===== config.mk =====
export PLATFORM = sky130hd
export DESIGN_NAME = clock_prescaler_and_rc_trim
export DESIGN_NICKNAME = d
export VERILOG_FILES = /design/src/pkg/clk_ctrl_pkg.sv /design/src/hdl/clock_prescaler_and_rc_trim.sv /design/src/hdl/pin_sync.sv /design/src/hdl/clock_enable_divider.sv
export SDC_FILE = /design/constraint.sdc
export NUM_CORES = 1
export LEC_CHECK = 0
export CAP_MARGIN = 20
export CORE_MARGIN = 2
export CORE_UTILIZATION = 52
export DETAILED_ROUTE_END_ITERATION = 12
export DONT_BUFFER_PORTS = 1
export PLACE_DENSITY_LB_ADDON = 0.2
export SLEW_MARGIN = 20
export SYNTH_ARGS = -nofsm -noshare
export SYNTH_HDL_FRONTEND = slang
export SYNTH_SLANG_ARGS = --single-unit
export TNS_END_PERCENT = 100

===== constraint.sdc =====
create_clock -name core_clk_i -period 4.5 [get_ports core_clk_i]
set_input_delay 0.225 -clock core_clk_i [delete_from_list [all_inputs] [get_ports core_clk_i]]
set_output_delay 0.225 -clock core_clk_i [all_outputs]
set_load 0.05 [all_outputs]

===== src/pkg/clk_ctrl_pkg.sv =====
`default_nettype none
package clk_ctrl_pkg;

  // Register indices; the byte address on the bus is four times the index.
  localparam logic [7:0]  IDX_SYS_CLOCK_DIVIDER = 8'h26;
  localparam logic [7:0]  IDX_RC_OSC_TRIM       = 8'h27;
  localparam logic [31:0] ADDR_SYS_CLOCK_DIVIDER = {22'h00_0000, IDX_SYS_CLOCK_DIVIDER, 2'b00};
  localparam logic [31:0] ADDR_RC_OSC_TRIM       = {22'h00_0000, IDX_RC_OSC_TRIM, 2'b00};

  // Field positions of the divider and trim registers.
  localparam int UNLOCK_BIT     = 7;
  localparam int SELECT_MSB     = 3;
  localparam int TRIM_RANGE_BIT = 7;

  // Reset values of the divide select field and the trim, and the highest regular select code.
  localparam logic [3:0] SELECT_RESET_FUSE_SET   = 4'h3;
  localparam logic [3:0] SELECT_RESET_FUSE_CLEAR = 4'h0;
  localparam logic [3:0] SELECT_MAX_CODE         = 4'h8;
  localparam logic [7:0] TRIM_RESET              = 8'h00;

  // Timing counts in core clock cycles.
  localparam logic [1:0] UNLOCK_CYCLES = 2'd3;
  localparam logic [1:0] BOOT_CYCLES   = 2'd3;

  // APB request from the master.
  typedef struct packed {
    logic        psel;
    logic        penable;
    logic        pwrite;
    logic [31:0] paddr;
    logic [31:0] pwdata;
  } apb_req_s;

  // APB answer of the slave.
  typedef struct packed {
    logic        pready;
    logic        pslverr;
    logic [31:0] prdata;
  } apb_rsp_s;

endpackage
`default_nettype wire


===== src/hdl/clock_prescaler_and_rc_trim.sv =====
`timescale 1ns/1ps
`default_nettype none
module clock_prescaler_and_rc_trim (
  input  wire logic                   core_clk_i,
  input  wire logic                   rst_n_i,
  input  wire clk_ctrl_pkg::apb_req_s apb_req_i,
  output clk_ctrl_pkg::apb_rsp_s      apb_rsp_o,
  input  wire logic [7:0]             factory_trim_i,
  input  wire logic                   divide_by_eight_fuse_i,
  output logic [7:0]                  trim_value_o,
  output logic                        sys_clk_en_o,
  output logic [3:0]                  active_divide_o
);
  import clk_ctrl_pkg::*;

  //////////////////////////////////////////////////////////////////////////////

  logic [7:0] factory_trim_sync;
  logic       fuse_sync;
  logic [1:0] boot_count;
  logic       booting;
  logic [3:0] divide_select;
  logic       divider_change_unlock;
  logic [1:0] unlock_age;

  // Factory value and fuse come from outside this clock, so they are synchronised first.
  pin_sync #(
    .WIDTH (9)
  ) u_strap_sync (
    .core_clk_i (core_clk_i),
    .rst_n_i    (rst_n_i),
    .async_i    ({divide_by_eight_fuse_i, factory_trim_i}),
    .sync_o     ({fuse_sync, factory_trim_sync})
  );

  // The divided system clock is a one-cycle enable pulse.
  clock_enable_divider u_divider (
    .core_clk_i      (core_clk_i),
    .rst_n_i         (rst_n_i),
    .select_i        (divide_select),
    .tick_o          (sys_clk_en_o),
    .active_select_o (active_divide_o)
  );

  //////////////////////////////////////////////////////////////////////////////

  // Bus decode; a transfer completes at the edge where pready is seen high.
  wire       access_phase = apb_req_i.psel && apb_req_i.penable;
  wire       transfer_end = access_phase && apb_rsp_o.pready;
  wire       hit_divider  = (apb_req_i.paddr == ADDR_SYS_CLOCK_DIVIDER);
  wire       hit_trim     = (apb_req_i.paddr == ADDR_RC_OSC_TRIM);
  wire       write_end    = transfer_end && apb_req_i.pwrite;
  wire [7:0] wdata        = apb_req_i.pwdata[7:0];
  wire       answer_now   = access_phase && !apb_rsp_o.pready && !booting;

  // Divider write classification.
  wire write_divider = write_end && hit_divider;
  wire unlock_write  = write_divider && wdata[UNLOCK_BIT] && (wdata[6:0] == 7'h00);
  wire select_write  = write_divider && !unlock_write;
  wire select_accept = select_write && divider_change_unlock && !wdata[UNLOCK_BIT];
  wire unlock_expire = divider_change_unlock && (unlock_age == UNLOCK_CYCLES);
  wire write_trim    = write_end && hit_trim;

  // Read data mux; bits above the register width and the reserved bits read zero.
  wire [31:0] read_word = hit_divider ? {24'h00_0000, divider_change_unlock, 3'b000, divide_select}
                        : hit_trim    ? {24'h00_0000, trim_value_o}
                        : 32'h0000_0000;

  //////////////////////////////////////////////////////////////////////////////

  // Straps are loaded for a few cycles after reset release, once the synchronisers are settled.
  always_ff @(posedge core_clk_i or negedge rst_n_i) begin
    if (!rst_n_i) begin
      boot_count <= 2'd0;
    end else if (booting) begin
      boot_count <= boot_count + 2'd1;
    end
  end

  assign booting = (boot_count != BOOT_CYCLES);

  // Trim register; the full byte drives the oscillator, bit 7 the range and bits 6..0 the fine step.
  always_ff @(posedge core_clk_i or negedge rst_n_i) begin
    if (!rst_n_i) begin
      trim_value_o <= TRIM_RESET;
    end else if (booting) begin
      trim_value_o <= factory_trim_sync;
    end else if (write_trim) begin
      trim_value_o <= wdata;
    end
  end

  // Divide select field; reset value chosen from the fuse, later only changed while unlocked.
  always_ff @(posedge core_clk_i or negedge rst_n_i) begin
    if (!rst_n_i) begin
      divide_select <= SELECT_RESET_FUSE_CLEAR;
    end else if (booting) begin
      divide_select <= fuse_sync ? SELECT_RESET_FUSE_SET : SELECT_RESET_FUSE_CLEAR;
    end else if (select_accept) begin
      divide_select <= wdata[SELECT_MSB:0];
    end
  end

  // Unlock bit with a fixed window that a repeated unlock write does not restart.
  always_ff @(posedge core_clk_i or negedge rst_n_i) begin
    if (!rst_n_i) begin
      divider_change_unlock <= 1'b0;
      unlock_age            <= 2'd0;
    end else if (select_write || unlock_expire) begin
      divider_change_unlock <= 1'b0;
      unlock_age            <= 2'd0;
    end else if (divider_change_unlock) begin
      unlock_age <= unlock_age + 2'd1;
    end else if (unlock_write) begin
      divider_change_unlock <= 1'b1;
      unlock_age            <= 2'd0;
    end
  end

  // Bus answer: after boot, pready rises one cycle into the access phase, for one cycle only.
  always_ff @(posedge core_clk_i or negedge rst_n_i) begin
    if (!rst_n_i) begin
      apb_rsp_o <= '0;
    end else begin
      apb_rsp_o.pready  <= answer_now;
      apb_rsp_o.pslverr <= answer_now && !(hit_divider || hit_trim);
      if (answer_now && !apb_req_i.pwrite) begin
        apb_rsp_o.prdata <= read_word;
      end
    end
  end
endmodule
`default_nettype wire


===== src/hdl/pin_sync.sv =====
`timescale 1ns/1ps
`default_nettype none
module pin_sync #(
  parameter int WIDTH = 1
) (
  input  wire logic             core_clk_i,
  input  wire logic             rst_n_i,
  input  wire logic [WIDTH-1:0] async_i,
  output logic      [WIDTH-1:0] sync_o
);

  logic [WIDTH-1:0] stage1;

  // Two flops per bit; only the second flop reads the first.
  always_ff @(posedge core_clk_i or negedge rst_n_i) begin
    if (!rst_n_i) begin
      stage1 <= '0;
      sync_o <= '0;
    end else begin
      stage1 <= async_i;
      sync_o <= stage1;
    end
  end

endmodule
`default_nettype wire


===== src/hdl/clock_enable_divider.sv =====
`timescale 1ns/1ps
`default_nettype none
module clock_enable_divider (
  input  wire logic       core_clk_i,
  input  wire logic       rst_n_i,
  input  wire logic [3:0] select_i,
  output logic            tick_o,
  output logic [3:0]      active_select_o
);
  import clk_ctrl_pkg::*;

  logic [7:0] count;
  logic [7:0] limit;
  logic       period_end;

  // Reserved codes divide by 256; code n otherwise divides by two to the n.
  assign limit      = (active_select_o > SELECT_MAX_CODE) ? 8'hFF
                    : 8'((9'h001 << active_select_o) - 9'h001);
  assign period_end = (count == limit);

  // A new setting is adopted only when the running period ends, so no period is cut short.
  always_ff @(posedge core_clk_i or negedge rst_n_i) begin
    if (!rst_n_i) begin
      count           <= 8'h00;
      tick_o          <= 1'b0;
      active_select_o <= 4'h0;
    end else begin
      tick_o <= period_end;
      if (period_end) begin
        count           <= 8'h00;
        active_select_o <= select_i;
      end else begin
        count <= count + 8'h01;
      end
    end
  end

endmodule
`default_nettype wire


==> impl_metrics.xml, run 1 <==
<?xml version="1.0" encoding="UTF-8"?>
<metrics>
  <group name="pwr">
    <metric name="power_frac_seq" unit="">0.415</metric>
    <metric name="power.net_switching" unit="uW">531</metric>
    <metric name="sw_frac_of_total" unit="">0.335</metric>
    <metric name="power.share.clock" unit="">0.324</metric>
    <metric name="leakage_component_of_the_power" unit="nW">1.37</metric>
    <metric name="cell_internal_pwr" unit="mW">1.06</metric>
    <metric name="comb_power_share" unit="">0.261</metric>
    <metric name="irDropWorstVdd" unit="mV">0.363</metric>
    <metric name="p_per_area" unit="nW/um2">501</metric>
  </group>
  <group name="timing">
    <metric name="timing.final.crit_share" unit="">0.634</metric>
    <metric name="finalHoldWorstSlack" unit="ns">0.0790</metric>
    <metric name="grt_setup_unrepaired" unit="">false</metric>
    <metric name="final-max-slew-violation-count" unit="">0</metric>
    <metric name="timing_worst_slew_pin_value" unit="ns">0.823</metric>
    <metric name="fmaxAchievable" unit="MHz">350</metric>
    <metric name="final_number_of_hold_violating_endpoints" unit="">0</metric>
    <metric name="timing.setup.tns" unit="ns">0</metric>
    <metric name="clock-skew-final" unit="ns">0.00617</metric>
    <metric name="post-route-min-period" unit="ns">2.85</metric>
    <metric name="final-setup-viol-count" unit="">0</metric>
    <metric name="timing.max_slew.rel_slack" unit="">0.451</metric>
  </group>
  <group name="clock_tree">
    <metric name="cts_root_buffer" unit="">sky130_fd_sc_hd__clkbuf_8</metric>
    <metric name="clk_transition_reported_paths" unit="ns">0.06</metric>
    <metric name="numClockSinks" unit="">58</metric>
    <metric name="cts_made_buffers" unit="">9</metric>
    <metric name="cts_tree" unit="">yes</metric>
    <metric name="max-clock-path-buffers" unit="">2</metric>
    <metric name="cts-resized-gates" unit="">0</metric>
    <metric name="cts_max_level" unit="">3</metric>
    <metric name="worst_skew_pair.late_latency" unit="ns">0.32</metric>
  </group>
  <group name="yosys">
    <metric name="ys_ff_latch" unit="">58</metric>
    <metric name="synth_flop_cell" unit="">sky130_fd_sc_hd__dfrtp_1</metric>
    <metric name="synth-warning-count" unit="">0</metric>
    <metric name="post_synthesis_average_cell_area" unit="um2">10.6</metric>
    <metric name="post_synth_num_cell_types" unit="">50</metric>
    <metric name="synth.cell_area" unit="um2">2840</metric>
    <metric name="xor_xnor_share_of_the_synthesized_area" unit="">0.0277</metric>
    <metric name="synthSimpleGateAreaFrac" unit="">0.174</metric>
    <metric name="synth_async_sr_flop_share" unit="">1.00</metric>
    <metric name="synthCells" unit="">269</metric>
    <metric name="main_combinational_cell_family_by_area_after_synthesis" unit="">simple AND/OR/NAND/NOR gates</metric>
    <metric name="post_synth_fa_ha_maj_area_fraction" unit="">0.0176</metric>
    <metric name="synth_compound_area_frac" unit="">0.101</metric>
    <metric name="synth-edff-count" unit="">0</metric>
    <metric name="seq_area_frac_synth" unit="">0.510</metric>
    <metric name="post_synth_mux_area_share" unit="">0.0796</metric>
  </group>
  <group name="worst_setup_path">
    <metric name="ff2ff_path_depth" unit="">8</metric>
    <metric name="timing.critical_path.max_delay_family" unit="">simple AND/OR/NAND/NOR gates</metric>
    <metric name="crit_slowest_cell" unit="">sky130_fd_sc_hd__o2111a_2</metric>
    <metric name="critPathMostFrequentCell" unit="">sky130_fd_sc_hd__or3_1</metric>
    <metric name="worstPathArrival" unit="ns">3.06</metric>
    <metric name="cp_num_buf_inv" unit="">1</metric>
    <metric name="r2r_startpoint" unit="">u_divider.active_select_o[1]</metric>
    <metric name="cell_chain_critical_path" unit="">or3_1 -&gt; nand2b_1 -&gt; ha_1 -&gt; inv_1 -&gt; or3_1 -&gt; a222oi_1 -&gt; o2111a_2 -&gt; mux2_2</metric>
    <metric name="worstReg2RegEnd" unit="">u_divider.active_select_o[1]</metric>
    <metric name="reg2reg_setup_slack" unit="ns">1.65</metric>
    <metric name="crit_path_end" unit="">u_divider.active_select_o[1]</metric>
    <metric name="timing.critical_path.to_type" unit="">flip-flop</metric>
    <metric name="critical_path_depth" unit="">8</metric>
    <metric name="biggest_cell_delay_along_the_critical_path" unit="ns">0.43</metric>
    <metric name="setup.worst_path.start_class" unit="">flip-flop</metric>
    <metric name="crit_path_start" unit="">u_divider.active_select_o[1]</metric>
    <metric name="worst-setup-path-type" unit="">reg2reg</metric>
    <metric name="cp.required" unit="ns">4.71</metric>
    <metric name="timing.critical_path.fanout_max" unit="">12</metric>
  </group>
  <group name="global_route">
    <metric name="grt_pass1_vias" unit="">1930</metric>
    <metric name="grt_pass1_wl" unit="mm">9.28</metric>
    <metric name="grt_usage" unit="">0.199</metric>
    <metric name="antenna_found_initial" unit="">0</metric>
    <metric name="grt_start_max_net_pins" unit="">59</metric>
    <metric name="grt_remaining_overflow" unit="">0</metric>
  </group>
  <group name="layout">
    <metric name="mostFrequentLayoutCell" unit="">sky130_fd_sc_hd__dfrtp_1</metric>
    <metric name="final_cell_mix" unit="">sky130_fd_sc_hd__dfrtp_1, sky130_fd_sc_hd__conb_1, sky130_fd_sc_hd__nor2_1, sky130_fd_sc_hd__nand2_1, sky130_fd_sc_hd__mux2i_1</metric>
    <metric name="antenna-diode-count" unit="">0</metric>
    <metric name="area.growth.synth_to_final" unit="%">11.4</metric>
    <metric name="fin_nets" unit="">366</metric>
    <metric name="drive_gt1_frac" unit="">0.0934</metric>
  </group>
  <group name="routing">
    <metric name="drt-wirelength-per-cell" unit="um">15.6</metric>
    <metric name="route.detailed.vias_per_inst" unit="">5.49</metric>
    <metric name="drt_wl_total" unit="mm">5.61</metric>
    <metric name="overall_via_count_from_detail_route" unit="">1972</metric>
    <metric name="drcViolationCount" unit="">0</metric>
    <metric name="route.antenna.remaining_nets" unit="">0</metric>
    <metric name="detail_route.iter0.violations" unit="">59</metric>
    <metric name="firstDrtPassIters" unit="">4</metric>
  </group>
  <group name="die">
    <metric name="placement_rows" unit="">26</metric>
    <metric name="die-width" unit="um">78.0</metric>
    <metric name="floorplan.core_area" unit="um2">5200</metric>
    <metric name="floorplan.die.height" unit="um">78.0</metric>
    <metric name="floorplan.io_pins" unit="">125</metric>
    <metric name="floorplan.initialDensity" unit="">0.546</metric>
    <metric name="die-area" unit="um2">6080</metric>
  </group>
  <group name="job">
    <metric name="max-cap-violations" unit="">0</metric>
  </group>
  <group name="place">
    <metric name="detailedPlacementHpwl" unit="mm">4.03</metric>
    <metric name="placer_s_final_routability_congestion_estimate" unit="">0.840</metric>
    <metric name="port_buffers" unit="">0</metric>
  </group>
  <group name="outcome">
    <metric name="outcome" unit="">completed</metric>
  </group>
  <group name="worst_hold_path">
    <metric name="hold_path.class" unit="">in2reg</metric>
  </group>
</metrics>
state kept, by name, indices dropped and copies added (netlist names):
signal / cells
trim_value_o: 8
unlock_age: 2
divider_change_unlock: 1
u_strap_sync.sync_o: 9
u_divider.tick_o: 1
apb_rsp_o: 10
u_divider.active_select_o: 4
divide_select: 4
u_divider.count: 8
boot_count: 2
u_strap_sync.stage1: 9
stage by stage:
stage / utilization / power (mW) / std cells / area [um2] / worst slack, ns
5_1_grt: 0.609 / 1.68 / 359 / 3170 / 1.50
4_1_cts: 0.609 / 1.60 / 359 / 3170 / 1.64
3_3_place_gp: 0.542 / 1.05 / 332 / 2820 / 1.66
2_1_floorplan: - / 1.00 / 292 / 2930 / 1.54
6_report: 0.609 / 1.59 / 359 / 3170 / 1.65
3_5_place_dp: 0.542 / 1.06 / 332 / 2820 / 1.65
area by class of cell:
cell class	count	area [um2]
clock buffer	11	141
clock inverter	5	77.6
fill	442	2040
inverter	7	26.3
multi-input combinational	193	1230
sequential	58	1450
tap	70	87.6
timing repair buffer	15	158
Yosys cell counts, types with 2 or more instances:
cell type / instances / share of area
sky130_fd_sc_hd__and2_1: 2 / 0.0044
sky130_fd_sc_hd__nand3_1: 6 / 0.011
sky130_fd_sc_hd__mux2_2: 3 / 0.012
sky130_fd_sc_hd__or3_1: 2 / 0.0044
sky130_fd_sc_hd__ha_1: 4 / 0.018
sky130_fd_sc_hd__a21oi_1: 12 / 0.021
sky130_fd_sc_hd__o31a_1: 2 / 0.0062
sky130_fd_sc_hd__o21ai_0: 9 / 0.016
sky130_fd_sc_hd__dfrtp_1: 58 / 0.51
sky130_fd_sc_hd__clkbuf_1: 9 / 0.012
sky130_fd_sc_hd__o31ai_1: 5 / 0.013
sky130_fd_sc_hd__nor3_1: 4 / 0.0070
sky130_fd_sc_hd__o2111ai_1: 2 / 0.0062
sky130_fd_sc_hd__or4_1: 2 / 0.0053
sky130_fd_sc_hd__nand2_1: 19 / 0.025
sky130_fd_sc_hd__nor4_1: 9 / 0.020
sky130_fd_sc_hd__a31oi_1: 2 / 0.0044
sky130_fd_sc_hd__mux2_1: 2 / 0.0079
sky130_fd_sc_hd__nand2b_1: 4 / 0.0088
sky130_fd_sc_hd__xor2_1: 3 / 0.0092
sky130_fd_sc_hd__and4_1: 2 / 0.0062
sky130_fd_sc_hd__nor4b_1: 3 / 0.0092
sky130_fd_sc_hd__inv_1: 7 / 0.0092
sky130_fd_sc_hd__nand4_1: 3 / 0.0066
sky130_fd_sc_hd__nor2_1: 23 / 0.030
sky130_fd_sc_hd__mux2i_1: 17 / 0.060
sky130_fd_sc_hd__xnor2_1: 6 / 0.018
sky130_fd_sc_hd__buf_4: 24 / 0.063
sky130_fd_sc_hd__nor2b_1: 4 / 0.0088
power groups by stage:
stage / clock (mW) / combinational, mW / sequential (mW)
2_1_floorplan: 0 / 0.316 / 0.687
3_5_place_dp: 0 / 0.392 / 0.664
3_3_place_gp: 0 / 0.385 / 0.662
5_1_grt: 0.553 / 0.460 / 0.665
4_1_cts: 0.528 / 0.416 / 0.656
6_report: 0.514 / 0.415 / 0.658
metal layers:
| layer | track usage | up-vias | routed length (um) |
|---|---|---|---|
| met2 | 0.293 | 66 | 2600 |
| met3 | 0.0814 | 10 | 372 |
| met5 | 0 | - | 0 |
| li1 | - | 944 | - |
| met4 | 0.0842 | 0 | 104 |
| met1 | 0.259 | 952 | 2530 |
logic make-up after synthesis:
logic type / after synthesis
AO/OA/AOI/OAI: 43
XOR/XNOR: 9
AND/OR/NAND/NOR: 91
multiplexers: 22
other: 1
buffers and inverters: 41
flip-flops: 58
adder cells (fa/ha/maj): 4
worst min path at each step:
stage / slack (ns) / from / to / depth (start not counted)
global route: 0.09 / apb_req_i[3] / divide_select[3] / 2
CTS: 0.07 / apb_req_i[3] / divide_select[3] / 2
finish: 0.08 / apb_req_i[3] / divide_select[3] / 2
global placement: -0.07 / rst_n_i / u_strap_sync.stage1[6] / 0
floorplan: -0.07 / rst_n_i / apb_rsp_o[0] / 0
detailed placement: -0.07 / rst_n_i / u_strap_sync.sync_o[4] / 0
timing repair:
item | 4_1_cts | 5_1_grt
setup buffers | 0 | 0
endpoints found under the setup margin | 0 | 0
hold endpoints to repair | 67 | 0
hold buffers | 11 | 0
Note: power is estimated with default switching activity, not from simulation.
==> run 2: changes to the inputs <==
Clock period 4.5 ns to 2.87 ns, I/O delays scaled along.
==> run 2 against run 1 <==
- register-to-register slack worse by 1.5 ns
- power up 62%
- worst hold slack worse by 0.072 ns
- non-clock buffer count up 7
- fmax up 2.9%
- largest power group unchanged
- highest routed layer unchanged
==> impl_metrics.xml, run 2 (synthesis gave the netlist of run 1 again) <==
<?xml version="1.0" encoding="UTF-8"?>
<metrics>
  <group name="worst_setup_path">
    <metric name="setup.worst_path.start_class" unit="">flip-flop</metric>
    <metric name="biggest_cell_delay_along_the_critical_path" unit="ns">0.41</metric>
    <metric name="cell_chain_critical_path" unit="">or3_1 -&gt; nand2b_4 -&gt; ha_1 -&gt; inv_1 -&gt; or3_4 -&gt; a222oi_1 -&gt; o2111a_2 -&gt; mux2_2</metric>
    <metric name="cp_num_buf_inv" unit="">1</metric>
    <metric name="timing.critical_path.to_type" unit="">flip-flop</metric>
    <metric name="timing.critical_path.fanout_max" unit="">5</metric>
    <metric name="worstPathArrival" unit="ns">3.01</metric>
    <metric name="worst-setup-path-type" unit="">reg2reg</metric>
    <metric name="timing.critical_path.max_delay_family" unit="">simple AND/OR/NAND/NOR gates</metric>
    <metric name="crit_slowest_cell" unit="">sky130_fd_sc_hd__dfrtp_2</metric>
    <metric name="cp.required" unit="ns">3.11</metric>
  </group>
  <group name="timing">
    <metric name="grt_setup_unrepaired" unit="">false</metric>
    <metric name="final-max-slew-violation-count" unit="">0</metric>
    <metric name="finalHoldWorstSlack" unit="ns">0.00683</metric>
    <metric name="fmaxAchievable" unit="MHz">361</metric>
    <metric name="final_number_of_hold_violating_endpoints" unit="">0</metric>
    <metric name="timing.max_slew.rel_slack" unit="">0.528</metric>
    <metric name="timing.setup.tns" unit="ns">0</metric>
    <metric name="final.setup.worst_slack" unit="ns">0.0982</metric>
    <metric name="timing.final.crit_share" unit="">0.966</metric>
    <metric name="post-route-min-period" unit="ns">2.77</metric>
    <metric name="final-setup-viol-count" unit="">0</metric>
    <metric name="clock-skew-final" unit="ns">0.00864</metric>
    <metric name="timing_worst_slew_pin_value" unit="ns">0.702</metric>
  </group>
  <group name="global_route">
    <metric name="grt_pass1_wl" unit="mm">9.22</metric>
    <metric name="grt_start_max_net_pins" unit="">59</metric>
    <metric name="grt_pass1_vias" unit="">1833</metric>
    <metric name="grt_remaining_overflow" unit="">0</metric>
    <metric name="antenna_found_initial" unit="">0</metric>
    <metric name="grt_usage" unit="">0.200</metric>
  </group>
  <group name="die">
    <metric name="die-width" unit="um">78.0</metric>
    <metric name="placement_rows" unit="">26</metric>
    <metric name="die-area" unit="um2">6080</metric>
    <metric name="floorplan.io_pins" unit="">125</metric>
    <metric name="floorplan.initialDensity" unit="">0.546</metric>
    <metric name="floorplan.die.height" unit="um">78.0</metric>
    <metric name="floorplan.core_area" unit="um2">5200</metric>
  </group>
  <group name="place">
    <metric name="placer_s_final_routability_congestion_estimate" unit="">0.820</metric>
    <metric name="detailedPlacementHpwl" unit="mm">4.00</metric>
    <metric name="pre_cts_ws" unit="ns">0.104</metric>
    <metric name="port_buffers" unit="">0</metric>
  </group>
  <group name="routing">
    <metric name="detail_route.iter0.violations" unit="">90</metric>
    <metric name="drt_wl_total" unit="mm">5.73</metric>
    <metric name="drt-wirelength-per-cell" unit="um">15.6</metric>
    <metric name="firstDrtPassIters" unit="">4</metric>
    <metric name="route.detailed.vias_per_inst" unit="">5.50</metric>
    <metric name="route.antenna.remaining_nets" unit="">0</metric>
    <metric name="overall_via_count_from_detail_route" unit="">2012</metric>
    <metric name="drcViolationCount" unit="">0</metric>
  </group>
  <group name="clock_tree">
    <metric name="post_cts_buffers" unit="">0</metric>
    <metric name="max-clock-path-buffers" unit="">2</metric>
    <metric name="cts_max_level" unit="">3</metric>
    <metric name="worst_skew_pair.late_latency" unit="ns">0.35</metric>
    <metric name="cts_tree" unit="">yes</metric>
    <metric name="cts_root_buffer" unit="">sky130_fd_sc_hd__clkbuf_8</metric>
    <metric name="clk_transition_reported_paths" unit="ns">0.07</metric>
    <metric name="numClockSinks" unit="">58</metric>
    <metric name="cts_made_buffers" unit="">9</metric>
  </group>
  <group name="layout">
    <metric name="reg_top3" unit="">apb_rsp_o: 10 flops, u_strap_sync.stage1: 9 flops, u_strap_sync.sync_o: 9 flops</metric>
    <metric name="antenna-diode-count" unit="">0</metric>
    <metric name="fin_nets" unit="">373</metric>
    <metric name="drive_gt1_frac" unit="">0.118</metric>
    <metric name="final_cell_mix" unit="">sky130_fd_sc_hd__dfrtp_1, sky130_fd_sc_hd__conb_1, sky130_fd_sc_hd__nor2_1, sky130_fd_sc_hd__nand2_1, sky130_fd_sc_hd__mux2i_1</metric>
    <metric name="largest_reg_flops" unit="">10</metric>
    <metric name="regMostFlops" unit="">apb_rsp_o</metric>
    <metric name="mostFrequentLayoutCell" unit="">sky130_fd_sc_hd__dfrtp_1</metric>
    <metric name="area.growth.synth_to_final" unit="%">14.6</metric>
  </group>
  <group name="pwr">
    <metric name="irDropWorstVdd" unit="mV">0.744</metric>
    <metric name="leakage_component_of_the_power" unit="nW">1.41</metric>
    <metric name="p_per_area" unit="nW/um2">790</metric>
  </group>
  <group name="outcome">
    <metric name="outcome" unit="">completed</metric>
  </group>
  <group name="worst_hold_path">
    <metric name="hold_path.class" unit="">in2reg</metric>
  </group>
  <group name="job">
    <metric name="max-cap-violations" unit="">0</metric>
  </group>
</metrics>
[run 2: cell types whose count changed in the layout (fill, tap and decap cells not counted), sizes merged]
| cell | previous run | this run |
|---|---|---|
| clkinv | 2 | 1 |
| clkbuf | 11 | 10 |
| buf | 5 | 7 |
| clkinvlp | 1 | 2 |
| dlygate4sd3 | 10 | 15 |
| inv | 7 | 8 |
[run 2: metal layers]
| layer | routed length (um) | GRT usage | up-vias |
|---|---|---|---|
| met5 | 0 | 0 | - |
| met4 | 88 | 0.0789 | 0 |
| met3 | 526 | 0.0953 | 7 |
| met2 | 2520 | 0.278 | 80 |
| met1 | 2590 | 0.269 | 972 |
| li1 | - | - | 953 |
[run 2: cell type report]
| class | instances | area (um2) |
|---|---|---|
| Clock buffer | 10 | 138 |
| Timing Repair Buffer | 22 | 223 |
| Multi-Input combinational cell | 193 | 1240 |
| Fill cell | 406 | 1950 |
| Clock inverter | 6 | 88.8 |
| Inverter | 7 | 26.3 |
| Tap cell | 70 | 87.6 |
| Sequential cell | 58 | 1460 |
[run 2: what timing repair did]
action,CTS,global route
resized for setup,0,2
endpoints found under the setup margin,0,4
endpoints found under the hold margin,72,0
hold buffers,16,0
[run 2: path summary, 6_finish.rpt]
kind                                                    from                            to  slack (ns)  cells past startpoint
min in group asynchronous                            rst_n_i        u_strap_sync.sync_o[6]        0.33                      2
worst max-delay path            u_divider.active_select_o[1]  u_divider.active_select_o[0]         0.1                      8
worst min register to register        u_strap_sync.stage1[1]        u_strap_sync.sync_o[1]        0.35                      0
worst max register to register  u_divider.active_select_o[1]  u_divider.active_select_o[0]         0.1                      8
max in group asynchronous                            rst_n_i  u_divider.active_select_o[1]        2.28                      2
worst min-delay path                            apb_req_i[2]               trim_value_o[2]       0.007                      2
[run 2: through the flow]
stage                      util  instance area, um2  power [mW]  std cells
after floorplan               -                2930        1.58        292
after global placement    0.546                2840        1.65        334
after detailed placement  0.546                2840        1.67        334
after CTS                 0.624                3250        2.56        366
after global routing      0.626                3260        2.71        366
final                     0.626                3260        2.57        366
[run 2: report_power, final]
| group | total, mW | switching [mW] | internal [mW] |
|---|---|---|---|
| Sequential | 1.04 | 0.132 | 0.903 |
| Combinational | 0.676 | 0.409 | 0.267 |
| Clock | 0.862 | 0.349 | 0.513 |
==> run 3: changes to the inputs <==
Settings changed: CORE_UTILIZATION 52 to 63.
==> run 3 against run 2 <==
- core utilization increased by 10 points
- clock-buffer cell count increased by 1
- first-iteration DRC count increased by 79%
- critical path depth unchanged
==> impl_metrics.xml, run 3 (synthesis gave the netlist of run 1 again) <==
<?xml version="1.0" encoding="UTF-8"?>
<metrics>
  <group name="worst_setup_path">
    <metric name="crit_slowest_cell" unit="">sky130_fd_sc_hd__dfrtp_2</metric>
    <metric name="timing.critical_path.max_delay_family" unit="">simple AND/OR/NAND/NOR gates</metric>
    <metric name="setup.worst_path.start_class" unit="">flip-flop</metric>
    <metric name="critPathMostFrequentCell" unit="">sky130_fd_sc_hd__or3_4</metric>
    <metric name="timing.critical_path.to_type" unit="">flip-flop</metric>
    <metric name="worst-setup-path-type" unit="">reg2reg</metric>
    <metric name="biggest_cell_delay_along_the_critical_path" unit="ns">0.40</metric>
    <metric name="timing.critical_path.fanout_max" unit="">5</metric>
    <metric name="cell_chain_critical_path" unit="">or3_4 -&gt; nand2b_4 -&gt; ha_2 -&gt; inv_1 -&gt; or3_4 -&gt; a222oi_1 -&gt; o2111a_2 -&gt; mux2_4</metric>
    <metric name="reg2reg_setup_slack" unit="ns">0.1</metric>
    <metric name="worstPathArrival" unit="ns">2.99</metric>
    <metric name="cp.required" unit="ns">3.09</metric>
    <metric name="cp_num_buf_inv" unit="">1</metric>
  </group>
  <group name="die">
    <metric name="floorplan.die.height" unit="um">71.2</metric>
    <metric name="floorplan.core_area" unit="um2">4350</metric>
    <metric name="placement_rows" unit="">24</metric>
    <metric name="floorplan.io_pins" unit="">125</metric>
    <metric name="die-area" unit="um2">5070</metric>
    <metric name="floorplan.initialDensity" unit="">0.653</metric>
    <metric name="die-width" unit="um">71.2</metric>
  </group>
  <group name="global_route">
    <metric name="grt_start_max_net_pins" unit="">59</metric>
    <metric name="grt_remaining_overflow" unit="">0</metric>
    <metric name="grt.met2_usage" unit="">0.334</metric>
    <metric name="antenna_found_initial" unit="">0</metric>
    <metric name="grt_pass1_vias" unit="">1923</metric>
    <metric name="grt_use_met1" unit="">0.304</metric>
    <metric name="grt_pass1_wl" unit="mm">8.71</metric>
    <metric name="grt_util_met3" unit="">0.0670</metric>
    <metric name="global_route.peak_usage_layer" unit="">met2</metric>
    <metric name="grt_usage" unit="">0.227</metric>
  </group>
  <group name="clock_tree">
    <metric name="cts_root_buffer" unit="">sky130_fd_sc_hd__clkbuf_8</metric>
    <metric name="numClockSinks" unit="">58</metric>
    <metric name="cts_tree" unit="">yes</metric>
    <metric name="cts_max_level" unit="">3</metric>
    <metric name="worst_skew_pair.late_latency" unit="ns">0.34</metric>
    <metric name="post_cts_buffers" unit="">0</metric>
    <metric name="clk_transition_reported_paths" unit="ns">0.07</metric>
    <metric name="cts_made_buffers" unit="">9</metric>
    <metric name="max-clock-path-buffers" unit="">2</metric>
  </group>
  <group name="worst_hold_path">
    <metric name="hold_path.class" unit="">in2reg</metric>
  </group>
  <group name="layout">
    <metric name="mostFrequentLayoutCell" unit="">sky130_fd_sc_hd__dfrtp_1</metric>
    <metric name="reg_top3" unit="">apb_rsp_o: 10 flops, u_strap_sync.stage1: 9 flops, u_strap_sync.sync_o: 9 flops</metric>
    <metric name="antenna-diode-count" unit="">0</metric>
    <metric name="largest_reg_flops" unit="">10</metric>
    <metric name="final_cell_mix" unit="">sky130_fd_sc_hd__dfrtp_1, sky130_fd_sc_hd__conb_1, sky130_fd_sc_hd__nor2_1, sky130_fd_sc_hd__nand2_1, sky130_fd_sc_hd__mux2i_1</metric>
    <metric name="fin_nets" unit="">371</metric>
    <metric name="regMostFlops" unit="">apb_rsp_o</metric>
    <metric name="area.growth.synth_to_final" unit="%">11.6</metric>
    <metric name="fin_area" unit="um2">3170</metric>
    <metric name="drive_gt1_frac" unit="">0.133</metric>
  </group>
  <group name="job">
    <metric name="max-cap-violations" unit="">0</metric>
  </group>
  <group name="place">
    <metric name="placed_area" unit="um2">2830</metric>
    <metric name="port_buffers" unit="">0</metric>
    <metric name="placer_s_final_routability_congestion_estimate" unit="">0.818</metric>
    <metric name="detailedPlacementHpwl" unit="mm">3.82</metric>
  </group>
  <group name="pwr">
    <metric name="p_per_area" unit="nW/um2">741</metric>
    <metric name="irDropWorstVdd" unit="mV">0.422</metric>
    <metric name="leakage_component_of_the_power" unit="nW">1.38</metric>
  </group>
  <group name="routing">
    <metric name="drt-wirelength-per-cell" unit="um">15.5</metric>
    <metric name="route.detailed.vias_per_inst" unit="">5.74</metric>
    <metric name="detail_route.iter0.violations" unit="">161</metric>
    <metric name="drcViolationCount" unit="">0</metric>
    <metric name="overall_via_count_from_detail_route" unit="">1986</metric>
    <metric name="firstDrtPassIters" unit="">4</metric>
    <metric name="drt_wl_total" unit="mm">5.38</metric>
    <metric name="route.antenna.remaining_nets" unit="">0</metric>
  </group>
  <group name="timing">
    <metric name="clock-skew-final" unit="ns">0.00821</metric>
    <metric name="timing.final.crit_share" unit="">0.966</metric>
    <metric name="final_number_of_hold_violating_endpoints" unit="">0</metric>
    <metric name="post-route-min-period" unit="ns">2.77</metric>
    <metric name="timing.max_slew.rel_slack" unit="">0.495</metric>
    <metric name="final-setup-viol-count" unit="">0</metric>
    <metric name="final-max-slew-violation-count" unit="">0</metric>
    <metric name="timing_worst_slew_pin_value" unit="ns">0.752</metric>
    <metric name="timing.setup.tns" unit="ns">0</metric>
    <metric name="fmaxAchievable" unit="MHz">361</metric>
  </group>
  <group name="outcome">
    <metric name="outcome" unit="">completed</metric>
  </group>
</metrics>
==> run 3: changes by cell type in the layout (fill, tap and decap cells not counted), sizes merged <==
cell / delta
clkinv: +3
dlygate4sd3: -3
bufinv: -2
buf: +1
clkbuf: +1
clkinvlp: -1
inv: -1
==> run 3: path summary, 6_finish.rpt <==
kind                                                endpoint                    startpoint  depth (start not counted)
max in group asynchronous             u_strap_sync.sync_o[7]                       rst_n_i                          2
worst min register to register        u_strap_sync.sync_o[4]        u_strap_sync.stage1[4]                          0
worst max register to register  u_divider.active_select_o[3]  u_divider.active_select_o[2]                          8
worst max-delay path            u_divider.active_select_o[3]  u_divider.active_select_o[2]                          8
min in group asynchronous                       apb_rsp_o[4]                       rst_n_i                          2
worst min-delay path                            apb_rsp_o[6]                 apb_req_i[64]                          3
==> run 3: timing repair <==
action	CTS	global route
endpoints found under the hold margin	69	0
hold buffers	13	0
endpoints found under the setup margin	0	4
gates resized for setup	0	9
==> run 3: layer usage <==
layer	vias up	routed length, um
met2	76	2490
met3	12	376
li1	955	-
met4	0	115
met5	-	0
met1	943	2390
==> run 3: per-stage QoR <==
stage	hold WS (ns)	power, mW	setup slack [ns]	std cells	utilization
after floorplan	-0.152	1.58	0.00319	292	-
after global placement	-0.151	1.65	0.118	317	0.649
after detailed placement	-0.151	1.66	0.0898	317	0.649
after CTS	0.0137	2.31	0.0668	346	0.720
after global routing	0.0350	2.50	-0.00320	346	0.729
final	0.0211	2.35	0.0962	346	0.729
==> run 3: cell type report <==
class	count	area (um2)
Tap cell	52	65.1
Inverter	7	26.3
Timing Repair Buffer	20	200
Sequential cell	58	1460
Clock buffer	11	131
Clock inverter	5	31.3
Fill cell	329	1180
Multi-Input combinational cell	193	1260
==> run 3: power by group <==
part	switching, mW	internal [mW]
combinational	0.411	0.286
clock	0.310	0.309
sequential	0.133	0.904
==> run 3: worst reg2reg max path, stage by stage (launching register included) <==
cell	delay (ns)
sky130_fd_sc_hd__dfrtp_2	0.40
sky130_fd_sc_hd__or3_4	0.39
sky130_fd_sc_hd__nand2b_4	0.14
sky130_fd_sc_hd__ha_2	0.29
sky130_fd_sc_hd__inv_1	0.04
sky130_fd_sc_hd__or3_4	0.36
sky130_fd_sc_hd__a222oi_1	0.35
sky130_fd_sc_hd__o2111a_2	0.36
sky130_fd_sc_hd__mux2_4	0.32
